## src/design/pdcr_consts.vh

```
// Shared constants of the synthesizer divider and control register bank
`ifndef PDCR_CONSTS_VH
`define PDCR_CONSTS_VH

// ************************************************************
// Bus widths
// ************************************************************
`define PDCR_AW              8
`define PDCR_DW              8
`define PDCR_ZERO_BYTE       8'h00

// ************************************************************
// Register offsets
// ************************************************************
`define PDCR_ADDR_MDIV       8'h35
`define PDCR_ADDR_CTRL0      8'h38
`define PDCR_ADDR_STATUS     8'h39

// ************************************************************
// Field positions
// ************************************************************
`define PDCR_MDIV_MSB        4
`define PDCR_MDIV_LSB        0
`define PDCR_PDIV_MSB        4
`define PDCR_PDIV_LSB        2
`define PDCR_SYNC_BIT        1
`define PDCR_PDN_BIT         0
`define PDCR_ST_ACTIVE_BIT   0
`define PDCR_ST_BUSY_BIT     1
`define PDCR_ST_LOCK_BIT     2
`define PDCR_ST_TMO_BIT      3
`define PDCR_ST_PDN_BIT      4

// ************************************************************
// Reset values
// ************************************************************
`define PDCR_MDIV_RST        5'h00
`define PDCR_PDIV_RST        3'h7
`define PDCR_SYNC_RST        1'b1
`define PDCR_PDN_RST         1'b0

// ************************************************************
// Ratio decode
// ************************************************************
`define PDCR_M_BYPASS_CODE   5'h00
`define PDCR_M_STEP          6'h01
`define PDCR_P_TWO_CODE      3'h2
`define PDCR_P_MIN_RATIO     4'h2
`define PDCR_P_STEP          4'h1
`define PDCR_P_RST_RATIO     4'h8

// ************************************************************
// Timing
// ************************************************************
`define PDCR_CLK_MHZ         50
`define PDCR_CAL_TIMEOUT_US  100
`define PDCR_CAL_TIMEOUT_CYC 13'h1388
`define PDCR_CNT_W           13
`define PDCR_CNT_ONE         13'h0001
`define PDCR_CNT_ZERO        13'h0000

`endif

```

## src/design/pdcr_sync2.v

```verilog
// Two-stage synchroniser for one level arriving from a pin
`timescale 1ns/1ps
module pdcr_sync2 (
  input  wire core_clk,
  input  wire reset_n,
  input  wire async_in,
  output wire sync_out
);

  reg meta_reg;
  reg sync_reg;

  // First stage feeds only the second stage
  always @(posedge core_clk or negedge reset_n) begin
    if (!reset_n) begin
      meta_reg <= 1'b0;
      sync_reg <= 1'b0;
    end else begin
      meta_reg <= async_in;
      sync_reg <= meta_reg;
    end
  end

  assign sync_out = sync_reg;

endmodule

```

## src/design/pdcr_ratio_decode.v

```verilog
// Combinational decode of divider codes into division ratios
`timescale 1ns/1ps
`include "pdcr_consts.vh"
module pdcr_ratio_decode (
  input  wire [4:0] m_code,
  input  wire [2:0] p_code,
  output wire       m_bypass,
  output wire [5:0] m_ratio,
  output wire [3:0] p_ratio
);

  // Code zero bypasses, code n divides by n plus one
  function [5:0] pdcr_m_ratio;
    input [4:0] code;
    begin
      if (code == `PDCR_M_BYPASS_CODE) begin
        pdcr_m_ratio = `PDCR_M_STEP;
      end else begin
        pdcr_m_ratio = {1'b0, code} + `PDCR_M_STEP;
      end
    end
  endfunction

  // Codes 0 and 1 both give two, others give code plus one
  function [3:0] pdcr_p_ratio;
    input [2:0] code;
    begin
      if (code < `PDCR_P_TWO_CODE) begin
        pdcr_p_ratio = `PDCR_P_MIN_RATIO;
      end else begin
        pdcr_p_ratio = {1'b0, code} + `PDCR_P_STEP;
      end
    end
  endfunction

  // Decoded ratios
  assign m_bypass = (m_code == `PDCR_M_BYPASS_CODE);
  assign m_ratio  = pdcr_m_ratio(m_code);
  assign p_ratio  = pdcr_p_ratio(p_code);

endmodule

```

## src/design/pll_divider_control_regs.v

```verilog
// Divider and control register bank with power-down and calibration sequencing
//
// Operation
// M code zero bypasses, n divides n+1
// Post codes 0,1 divide two; else code+1
// Sync enable selects synthesizer for resync
// After reset, power-up and calibrate automatically
// Power-down set disables synth, resets calibration
// Power-down cleared re-enables, restarts calibration
// Bits 7:5 read zero, writes ignored
//
// The implementer's own choice: strobed register access.
`timescale 1ns/1ps
`include "pdcr_consts.vh"
module pll_divider_control_regs #(
  // Calibration wait in core clock cycles, 100 us at 50 MHz
  parameter [`PDCR_CNT_W-1:0] CAL_TIMEOUT_CYC = `PDCR_CAL_TIMEOUT_CYC
) (
  input  wire       core_clk,
  input  wire       reset_n,
  input  wire [7:0] reg_addr,
  input  wire [7:0] reg_wr_data,
  input  wire       reg_wr_en,
  input  wire       reg_rd_en,
  output wire [7:0] reg_rd_data,
  input  wire       cal_done_pin,
  output wire [4:0] ref_path_divider_code,
  output wire       m_div_bypass,
  output wire [5:0] m_div_ratio,
  output wire [2:0] post_div_code,
  output wire [3:0] post_div_ratio,
  output wire       sync_src_synth,
  output wire       synth_enable,
  output wire       cal_circuit_reset,
  output wire       cal_start,
  output wire       cal_busy,
  output wire       cal_locked,
  output wire       cal_timeout
);

  // ************************************************************
  // Sequencer states
  // ************************************************************
  localparam [4:0] S_OFF   = 5'h01;
  localparam [4:0] S_START = 5'h02;
  localparam [4:0] S_CAL   = 5'h04;
  localparam [4:0] S_LOCK  = 5'h08;
  localparam [4:0] S_FAIL  = 5'h10;

  // ************************************************************
  // Declarations
  // ************************************************************
  reg  [4:0]             mdiv_reg;
  reg  [4:0]             mdiv_next;
  reg  [2:0]             pdiv_reg;
  reg  [2:0]             pdiv_next;
  reg                    sync_en_reg;
  reg                    sync_en_next;
  reg                    synth_power_down_reg;
  reg                    synth_power_down_next;
  reg  [4:0]             state_reg;
  reg  [4:0]             state_next;
  reg  [`PDCR_CNT_W-1:0] cnt_reg;
  reg  [`PDCR_CNT_W-1:0] cnt_next;
  reg  [7:0]             rd_data_reg;
  reg  [7:0]             rd_data_next;
  reg                    synth_en_reg;
  reg                    cal_rst_reg;
  reg                    cal_busy_reg;
  reg  [5:0]             m_ratio_reg;
  reg                    m_bypass_reg;
  reg  [3:0]             p_ratio_reg;
  wire                   cal_done_sync;
  wire                   m_bypass_dec;
  wire [5:0]             m_ratio_dec;
  wire [3:0]             p_ratio_dec;
  wire                   wr_mdiv;
  wire                   wr_ctrl0;
  wire                   cnt_expired;
  wire [7:0]             mdiv_view;
  wire [7:0]             ctrl0_view;
  wire [7:0]             status_view;

  // ************************************************************
  // Pin synchronisation
  // ************************************************************

  // Calibration done level from the analog loop
  pdcr_sync2 u_done_sync (
    .core_clk (core_clk),
    .reset_n  (reset_n),
    .async_in (cal_done_pin),
    .sync_out (cal_done_sync)
  );

  // ************************************************************
  // Ratio decode
  // ************************************************************

  // Decode the stored codes into ratios
  pdcr_ratio_decode u_decode (
    .m_code   (mdiv_reg),
    .p_code   (pdiv_reg),
    .m_bypass (m_bypass_dec),
    .m_ratio  (m_ratio_dec),
    .p_ratio  (p_ratio_dec)
  );

  // ************************************************************
  // Register writes
  // ************************************************************

  // Address decode of the write strobe
  assign wr_mdiv  = reg_wr_en && (reg_addr == `PDCR_ADDR_MDIV);
  assign wr_ctrl0 = reg_wr_en && (reg_addr == `PDCR_ADDR_CTRL0);

  // Next values; only the low field bits are taken
  always @* begin
    mdiv_next             = mdiv_reg;
    pdiv_next             = pdiv_reg;
    sync_en_next          = sync_en_reg;
    synth_power_down_next = synth_power_down_reg;
    if (wr_mdiv) begin
      mdiv_next = reg_wr_data[`PDCR_MDIV_MSB:`PDCR_MDIV_LSB];
    end
    if (wr_ctrl0) begin
      pdiv_next             = reg_wr_data[`PDCR_PDIV_MSB:`PDCR_PDIV_LSB];
      sync_en_next          = reg_wr_data[`PDCR_SYNC_BIT];
      synth_power_down_next = reg_wr_data[`PDCR_PDN_BIT];
    end
  end

  // Configuration flops with documented reset values
  always @(posedge core_clk or negedge reset_n) begin
    if (!reset_n) begin
      mdiv_reg             <= `PDCR_MDIV_RST;
      pdiv_reg             <= `PDCR_PDIV_RST;
      sync_en_reg          <= `PDCR_SYNC_RST;
      synth_power_down_reg <= `PDCR_PDN_RST;
    end else begin
      mdiv_reg             <= mdiv_next;
      pdiv_reg             <= pdiv_next;
      sync_en_reg          <= sync_en_next;
      synth_power_down_reg <= synth_power_down_next;
    end
  end

  // ************************************************************
  // Calibration sequencer
  // ************************************************************

  // Timeout reached while waiting for the loop
  assign cnt_expired = (cnt_reg >= CAL_TIMEOUT_CYC);

  // Power-down forces the off state from anywhere
  always @* begin
    state_next = state_reg;
    if (synth_power_down_reg) begin
      state_next = S_OFF;
    end else begin
      case (state_reg)
        S_OFF: begin
          state_next = S_START;
        end
        S_START: begin
          state_next = S_CAL;
        end
        S_CAL: begin
          // Done wins over a timeout in the same cycle
          if (cal_done_sync) begin
            state_next = S_LOCK;
          end else if (cnt_expired) begin
            state_next = S_FAIL;
          end
        end
        S_LOCK: begin
          state_next = S_LOCK;
        end
        S_FAIL: begin
          state_next = S_FAIL;
        end
        default: begin
          state_next = S_OFF;
        end
      endcase
    end
  end

  // Wait counter runs only while calibrating
  always @* begin
    cnt_next = `PDCR_CNT_ZERO;
    // Clears to zero at the timeout so it cannot wrap
    if ((state_reg == S_CAL) && !cnt_expired) begin
      cnt_next = cnt_reg + `PDCR_CNT_ONE;
    end
  end

  // Sequencer flops; reset lands in off, then starts by itself
  always @(posedge core_clk or negedge reset_n) begin
    if (!reset_n) begin
      state_reg <= S_OFF;
      cnt_reg   <= `PDCR_CNT_ZERO;
    end else begin
      state_reg <= state_next;
      cnt_reg   <= cnt_next;
    end
  end

  // Registered controls toward the analog loop
  always @(posedge core_clk or negedge reset_n) begin
    if (!reset_n) begin
      synth_en_reg <= 1'b0;
      cal_rst_reg  <= 1'b1;
      cal_busy_reg <= 1'b0;
    end else begin
      synth_en_reg <= (state_next != S_OFF);
      cal_rst_reg  <= (state_next == S_OFF);
      cal_busy_reg <= (state_next == S_START) || (state_next == S_CAL);
    end
  end

  // ************************************************************
  // Registered ratio outputs
  // ************************************************************

  // Ratios follow the codes one cycle later
  always @(posedge core_clk or negedge reset_n) begin
    if (!reset_n) begin
      m_ratio_reg  <= `PDCR_M_STEP;
      m_bypass_reg <= 1'b1;
      p_ratio_reg  <= `PDCR_P_RST_RATIO; // Ratio of the reset code
    end else begin
      m_ratio_reg  <= m_ratio_dec;
      m_bypass_reg <= m_bypass_dec;
      p_ratio_reg  <= p_ratio_dec;
    end
  end

  // ************************************************************
  // Register reads
  // ************************************************************

  // Read views with upper bits forced low
  assign mdiv_view   = {3'h0, mdiv_reg};
  assign ctrl0_view  = {3'h0, pdiv_reg, sync_en_reg, synth_power_down_reg};

  // Status: power-down, fail, lock, busy, enable
  assign status_view = {3'h0,
                        synth_power_down_reg,
                        (state_reg == S_FAIL),
                        (state_reg == S_LOCK),
                        cal_busy_reg,
                        synth_en_reg};

  // Read data only in the cycle after the strobe
  always @* begin
    rd_data_next = `PDCR_ZERO_BYTE;
    if (reg_rd_en) begin
      case (reg_addr)
        `PDCR_ADDR_MDIV: begin
          rd_data_next = mdiv_view;
        end
        `PDCR_ADDR_CTRL0: begin
          rd_data_next = ctrl0_view;
        end
        `PDCR_ADDR_STATUS: begin
          rd_data_next = status_view;
        end
        default: begin
          rd_data_next = `PDCR_ZERO_BYTE;
        end
      endcase
    end
  end

  // Read data flop
  always @(posedge core_clk or negedge reset_n) begin
    if (!reset_n) begin
      rd_data_reg <= `PDCR_ZERO_BYTE;
    end else begin
      rd_data_reg <= rd_data_next;
    end
  end

  // ************************************************************
  // Outputs
  // ************************************************************

  // All outputs but cal_start, cal_locked and cal_timeout come straight from flops
  assign reg_rd_data           = rd_data_reg;
  assign ref_path_divider_code = mdiv_reg;
  assign m_div_bypass          = m_bypass_reg;
  assign m_div_ratio           = m_ratio_reg;
  assign post_div_code         = pdiv_reg;
  assign post_div_ratio        = p_ratio_reg;
  assign sync_src_synth        = sync_en_reg;
  assign synth_enable          = synth_en_reg;
  assign cal_circuit_reset     = cal_rst_reg;
  assign cal_busy              = cal_busy_reg;

  // Sequencer flags decoded from the one-hot state
  assign cal_start             = (state_reg == S_START); // One-cycle pulse
  assign cal_locked            = (state_reg == S_LOCK);
  assign cal_timeout           = (state_reg == S_FAIL);

endmodule

```

## config.mk

```make
export PLATFORM = sky130hd
export DESIGN_NAME = pll_divider_control_regs
export DESIGN_NICKNAME = d
export VERILOG_FILES = /design/src/design/pdcr_sync2.v /design/src/design/pdcr_ratio_decode.v /design/src/design/pll_divider_control_regs.v
export VERILOG_INCLUDE_DIRS = /design/src /design/src/design
export SDC_FILE = /design/constraint.sdc
export NUM_CORES = 1
export LEC_CHECK = 0
export ABC_AREA = 1
export ABC_CLOCK_PERIOD_IN_PS = 1700
export CAP_MARGIN = 20
export CORE_AREA = 4 4 71 73
export DETAILED_ROUTE_END_ITERATION = 8
export DIE_AREA = 0 0 75 77
export DONT_BUFFER_PORTS = 1
export PLACE_DENSITY = 0.8
export SYNTH_ARGS = -nofsm -noshare
export SYNTH_HDL_FRONTEND = slang
export SYNTH_SLANG_ARGS = --single-unit
```

## constraint.sdc

```tcl
create_clock -name core_clk -period 1.7 [get_ports core_clk]
set_clock_uncertainty 0.05 [all_clocks]
set_input_delay 0.34 -clock core_clk [delete_from_list [all_inputs] [get_ports core_clk]]
set_output_delay 0.34 -clock core_clk [all_outputs]
set_load 0.005 [all_outputs]
```

==> flow_summary_export.csv, run 1 <==
group,metric,value,unit
critical_path,endpoint_kind,"output pin",
grt,grt_pass1_vias,1638,
placed_design,dp_slack,0.2757,ns
timing,post-route-period-util,0.9223,
layout,drive_gt1_frac,0.1307,
layout,regArea,1237,sq um
clock_tree,cts_tree,"done",
critical_path,rr_worst_depth,6,
pwr,peakVddDrop,0.7284,mV
timing,final-hold-violation-count,0,
critical_path,slowest_delay,0.41,ns
layout,final_common_cell,"nand2_1",
timing,whs,0.1167,ns
logic_synthesis,synth_top_family_by_area,"simple AND/OR/NAND/NOR gates",
logic_synthesis,ys_seq_area_frac,0.5263,
logic_synthesis,synth_cells,275,
critical_path,crit_slowest_cell,"dfrtp_1",
route,drtIter0Drc,119,
layout,final_cell_mix,"nand2_1 (51), nor2_1 (50), dfrtp_1 (40), inv_1 (39), nand3_1 (16)",
timing,timing.final.ws_setup,0.1321,ns
clock_tree,cts.sinks,49,
placed_design,gp_congestion,0.8645,
floorplan,dieHeight,77,microns
logic_synthesis,yosys.area_share.simple,0.2837,
hold_path,hold_path_class,"in -> reg",
logic_synthesis,yosys_register_bits,49,
critical_path,cp.required,1.31,ns
layout,fin_cells,335,
logic_synthesis,synth_area_leaders,"dfrtp_1 (43%), dfstp_2 (10%), nand2_1 (8.1%)",
layout,num_antenna_cells,0,
floorplan,fp.dieW,75,microns
critical_path,r2r-end,"cnt_reg[8]$_DFF_PN0_",
logic_synthesis,yosys.cell_types.count,27,
logic_synthesis,synthMuxAreaShare,0,
route,num_vias,1728,
layout,utilization,0.5807,
critical_path,critPathLaunch,"state_reg[1]$_DFF_PN0_",
placed_design,dp_hpwl,3.325,mm
critical_path,crit_path_start_kind,"flop",
logic_synthesis,synth_compound_area_frac,0.04577,
hold_path,hold_path_end,"sync_src_synth$_DFFE_PN1P_",
timing,finalSetupViolations,0,
hold_path,hold_depth,2,
critical_path,rrSetupSlack,0.23,ns
clock_tree,clock_latency,0.31,ns
floorplan,rows,24,
floorplan,core,4354,sq um
placed_design,dp_cells,324,
timing,drv_slew,0,
logic_synthesis,synth.avg_cell_area,8.549,sq um
floorplan,start_util,0.5399,
timing,max_freq,0.6378,GHz
clock_tree,clk_pin_slew,0.10,ns
layout,multi_input_area,925.9,sq um
hold_path,worstHoldStart,"reg_wr_data[1]",
route,drtPass1Iterations,4,
pwr,p_leak,1.191,nW
timing,period_needed,1.568,ns
status,outcome,"finished, final reports clean",
critical_path,crit_path_max_fanout,3,
critical_path,crit_type,"reg -> out",
floorplan,io-pin-count,55,
logic_synthesis,synth_xor_area_frac,0.02980,
critical_path,r2r-start,"cnt_reg[0]$_DFF_PN0_",
route,viasPerCell,5.158,
route,ant_nets,0,
grt,antenna_found_initial,0,
placed_design,port_buffers,0,
layout,final_nets,308,
grt,grt_usage,0.1667,
route,drc,0,
timing,rsz0062_at_grt,"no",
critical_path,crit_chain,"nor2_2 > nand4_1 > inv_1",
logic_synthesis,synth_fa_ha_area_frac,0.02661,
grt,grt_pass1_wl,7.514,mm
logic_synthesis,yosys.area.top_type_share,0.4258,
grt,grt_max_degree,50,
layout,final.fill_count,379,
timing,tns,0,ns
clock_tree,cts_buffers,5,
route,routedWlPerCell,13.15,microns
grt,grt-ovfl-total,0,
flow_run,maxCapViolCount,0,
logic_synthesis,syn_area,2351,sq um
clock_tree,htree_num_levels,2,
pwr,power_density,972.0,nW/um^2
logic_synthesis,ys_warn_count,0,
clock_tree,cts_buffer_depth,2,
logic_synthesis,synth_area_leader_cell,"dfrtp_1",
route,wirelength,4.405,mm
floorplan,die_area,5775,sq um
clock_tree,cts_root_buf,"clkbuf_8",
layout,syn2layout_area_growth,7.557,%
critical_path,cp.arrival,1.18,ns
layout,largest_reg_flops,13,
## worst max-delay path, delay by kind of cell, from the launching register on
kind / cells / cell delay, ns
buf+inv: 1 / 0.15
simple gates: 2 / 0.31
flops: 1 / 0.41
## metrics by stage
stage          power, W  cell area, sq um
2_1_floorplan  0.001645              2359
3_5_place_dp   0.001725              2379
5_1_grt        0.002613              2529
4_1_cts        0.002478              2521
3_3_place_gp   0.001709              2379
6_report       0.002458              2529
## cell families (layout without fill, tap and decap cells)
logic type                 Yosys count  count (layout)
other                                1               3
AOI/OAI and AO/OA                   20              20
adders and majority gates            5               5
DFF                                 49              49
buffers and inverters               47              53
and+or+nand+nor                    145             145
xor gates and xnor gates             8               8
## final cells by class
class,count,share of cell area
clock inverter,3,0.01039
inverter,42,0.06235
multi-input combinational,181,0.3662
clock buffer,5,0.02721
timing repair buffer,3,0.01880
tap,52,0.02573
sequential,49,0.4894
## worst max-delay path by stage
stage               depth (start not counted)               endpoint  slack, ns
floorplan                                   6   cnt_reg[8]$_DFF_PN0_       0.45
global placement                            5   cnt_reg[7]$_DFF_PN0_       0.28
detailed placement                          5  cnt_reg[12]$_DFF_PN0_       0.28
CTS                                         3            cal_timeout       0.10
global route                                3             cal_locked       0.02
finish                                      3             cal_locked       0.13
## power by group
group          switching [W]  internal, W  total [W]
clock network       0.000417     0.000300   0.000716
registers          0.0000924      0.00130    0.00139
logic               0.000240     0.000107   0.000348
## synth_stat cells (all sizes together)
| library cell | instances |
|---|---|
| nor2 | 54 |
| nand2 | 52 |
| inv | 42 |
| dfrtp | 40 |
| nand3 | 22 |
| o21ai | 14 |
| dfstp | 9 |
| nor3 | 8 |
| xor2 | 7 |
| a21oi | 6 |
| nand4 | 6 |
| buf | 5 |
| ha | 5 |
| and3 | 1 |
| conb | 1 |
| nor3b | 1 |
| or2 | 1 |
| xnor2 | 1 |
## what timing repair did
item                                   4_1_cts  5_1_grt
setup endpoints to repair                    0        2
gates resized for setup                      0        2
hold buffers                                 3        0
buffers inserted                             0        0
endpoints found under the hold margin       50        0
## layer usage
| metal | share of wire | global-route usage |
|---|---|---|
| met3 | 0.070 | 0.05752 |
| met4 | 0.014 | 0.05160 |
| met5 | 0 | 0 |
| met1 | 0.45 | 0.2290 |
| met2 | 0.46 | 0.2456 |
No activity file was read; power rests on OpenSTA's default activity.
==> inputs of run 2 (changes only) <==
--- a/config.mk
+++ b/config.mk
@@ -6,12 +6,11 @@
 export SDC_FILE = /design/constraint.sdc
 export NUM_CORES = 1
 export LEC_CHECK = 0
-export ABC_AREA = 1
 export ABC_CLOCK_PERIOD_IN_PS = 1700
 export CAP_MARGIN = 20
-export CORE_AREA = 4 4 71 73
+export CORE_AREA = 4 4 69 71
 export DETAILED_ROUTE_END_ITERATION = 8
-export DIE_AREA = 0 0 75 77
+export DIE_AREA = 0 0 73 75
 export DONT_BUFFER_PORTS = 1
 export PLACE_DENSITY = 0.8
 export SYNTH_ARGS = -nofsm -noshare
==> flow_summary_export.csv, run 2 <==
group,metric,value,unit
route,drc,0,
critical_path,cp.arrival,1.22,ns
flow_run,maxCapViolCount,0,
timing,relSlewSlack,0.6074,
floorplan,io-pin-count,55,
clock_tree,cts_tree,"done",
logic_synthesis,synth_area_leaders,"dfrtp_1 (45%), dfstp_2 (11%), nor2_1 (4.6%)",
logic_synthesis,synthArstFlopShare,1.000,
status,outcome,"finished, final reports clean",
logic_synthesis,yosysMostFrequentCell,"dfrtp_1",
route,routedWlPerCell,17.03,microns
timing,tightestPinTransition,0.5808,ns
critical_path,crit_path_max_fanout,7,
route,viasPerCell,5.783,
logic_synthesis,syn_area,2213,sq um
layout,utilization,0.5783,
layout,multi_input_area,938.4,sq um
layout,final_common_cell,"dfrtp_1",
layout,regArea,1239,sq um
logic_synthesis,yosys.cell_types.count,42,
layout,final_cell_mix,"dfrtp_1 (39), nor2_1 (27), dfstp_2 (9), xor2_1 (8)",
route,drtPass1Iterations,4,
logic_synthesis,synth_cells,188,
clock_tree,htree_num_levels,2,
logic_synthesis,ys.flop_type,"dfrtp_1",
logic_synthesis,ys_seq_area_frac,0.5591,
floorplan,start_util,0.5228,
clock_tree,cts_buffers,5,
critical_path,cp.required,1.31,ns
timing,finalSetupViolations,0,
floorplan,core,4234,sq um
layout,syn2layout_area_growth,10.63,%
layout,largest_reg_flops,13,
critical_path,crit_type,"reg -> out",
clock_tree,cts_root_buf,"clkbuf_8",
route,num_vias,1463,
placed_design,gp_congestion,0.8621,
logic_synthesis,synth_top_cells_by_count,"dfrtp_1 (40), nor2_1 (27), dfstp_2 (9)",
pwr,p_leak,1.085,nW
pwr,power_density,1007,nW/um^2
layout,final_nets,226,
route,ant_nets,0,
pwr,peakVddDrop,0.4186,mV
timing,timing.final.ws_setup,0.08811,ns
logic_synthesis,ys_warn_count,0,
route,wirelength,4.309,mm
placed_design,port_buffers,0,
timing,post-route-period-util,0.9482,
grt,grt_pass1_vias,1385,
route,drtIter0Drc,103,
clock_tree,cts.sinks,49,
critical_path,crit_path_start_kind,"flop",
grt,grt_max_degree,50,
timing,drv_slew,0,
clock_tree,cts_buffer_depth,2,
hold_path,hold_path_class,"in -> reg",
timing,final-hold-violation-count,0,
placed_design,dp_hpwl,3.077,mm
grt,grt_pass1_wl,6.734,mm
logic_synthesis,synth_area_leader_cell,"dfrtp_1",
timing,rsz0062_at_grt,"yes",
grt,antenna_found_initial,0,
timing,period_needed,1.612,ns
grt,grt-ovfl-total,0,
floorplan,rows,24,
layout,final.fill_count,337,
placed_design,dp_slack,0.05275,ns
logic_synthesis,yosys_register_bits,49,
logic_synthesis,synth.avg_cell_area,11.77,sq um
layout,drive_gt1_frac,0.2189,
logic_synthesis,synth_edf_count,0,
floorplan,die_area,5475,sq um
floorplan,fp.dieW,73,microns
clock_tree,clock_latency,0.30,ns
critical_path,endpoint_kind,"output pin",
floorplan,dieHeight,75,microns
logic_synthesis,yosys.area.top_type_share,0.4522,
grt,grt_usage,0.1633,
timing,max_freq,0.6204,GHz
layout,num_antenna_cells,0,
clock_tree,clk_pin_slew,0.08,ns
timing,tns,0,ns
==> run 2: cell count changes after synthesis, moves of 5 or more <==
cell	before	now
inv_1	39	7
nand3_1	17	7
nand3_2	5	0
a32oi_1	0	5
nand2_1	51	5
mux2_4	0	5
mux2_2	0	5
o21ai_0	14	3
nor2_1	51	27
==> run 2: logic make-up (layout without fill, tap and decap cells) <==
| group | after synthesis | after routing | share of synthesized area |
|---|---|---|---|
| compound gates | 23 | 23 | 0.07802 |
| xor+xnor | 13 | 13 | 0.05144 |
| fa+ha+maj | 5 | 5 | 0.02826 |
| buf+inv | 14 | 25 | 0.02939 |
| flops | 49 | 49 | 0.5591 |
| mux | 10 | 10 | 0.05935 |
| other cells | 1 | 3 | 0.001694 |
| simple gates | 73 | 73 | 0.1928 |
==> run 2: repair_timing <==
action                                  4_1_cts  5_1_grt
gates resized for setup                       1        5
hold buffers                                  2        1
buffers inserted                              2        0
pin swaps                                     2        1
endpoints found under the hold margin        49        1
endpoints found under the setup margin        1       16
==> run 2: path summary, 6_finish.rpt <==
| path | startpoint | to | cells after the start | slack (ns) |
|---|---|---|---|---|
| setup / recovery | state_reg[1]$_DFF_PN0_ | cal_timeout | 3 | 0.09 |
| hold / removal | reg_wr_data[0] | synth_power_down_reg$_DFFE_PN0P_ | 1 | 0.13 |
| setup reg to reg | state_reg[1]$_DFF_PN0_ | cal_busy$_DFF_PN0_ | 5 | 0.14 |
| hold reg to reg | u_done_sync.meta_reg$_DFF_PN0_ | u_done_sync.sync_out$_DFF_PN0_ | 0 | 0.30 |
| max in group asynchronous | reset_n | cal_circuit_reset$_DFF_PN1_ | 2 | 0.83 |
| min in group asynchronous | reset_n | post_div_ratio[2]$_DFF_PN0_ | 2 | 0.50 |
==> run 2: worst max-delay path, stage by stage (launching register included) <==
cell and delay [ns]:
dfrtp_2 0.45, nor4_4 0.27, nand2_1 0.12, inv_1 0.09
==> run 2: per-stage QoR <==
step / instances / hold slack (ns) / total power [W] / area [sq um]
floorplan: 190 / -0.005591 / 0.001662 / 2221
global placement: 240 / -0.004676 / 0.001733 / 2285
detailed placement: 240 / -0.004690 / 0.001751 / 2285
CTS: 252 / 0.007193 / 0.002452 / 2424
global route: 253 / 0.1095 / 0.002600 / 2449
finish: 253 / 0.1327 / 0.002465 / 2449
==> run 2: per-layer routing <==
metal / global-route usage / up-vias / share of wire
li1: - / 676 / -
met1: 0.2107 / 718 / 0.40
met2: 0.2572 / 60 / 0.51
met3: 0.05073 / 9 / 0.074
met4: 0.06557 / 0 / 0.019
met5: 0 / - / 0
==> run 2: power by group <==
| part | total [W] | switching, W | internal [W] |
|---|---|---|---|
| Combinational | 0.000406 | 0.000208 | 0.000198 |
| Sequential | 0.00142 | 0.000125 | 0.00129 |
| Clock | 0.000640 | 0.000348 | 0.000293 |
==> run 2: final cells by class <==
cell class / count / share of cell area
clock buffer: 8 / 0.03270
timing repair buffer: 10 / 0.04088
inverter: 7 / 0.01073
multi-input combinational: 127 / 0.3832
sequential: 49 / 0.5059
tap: 52 / 0.02657
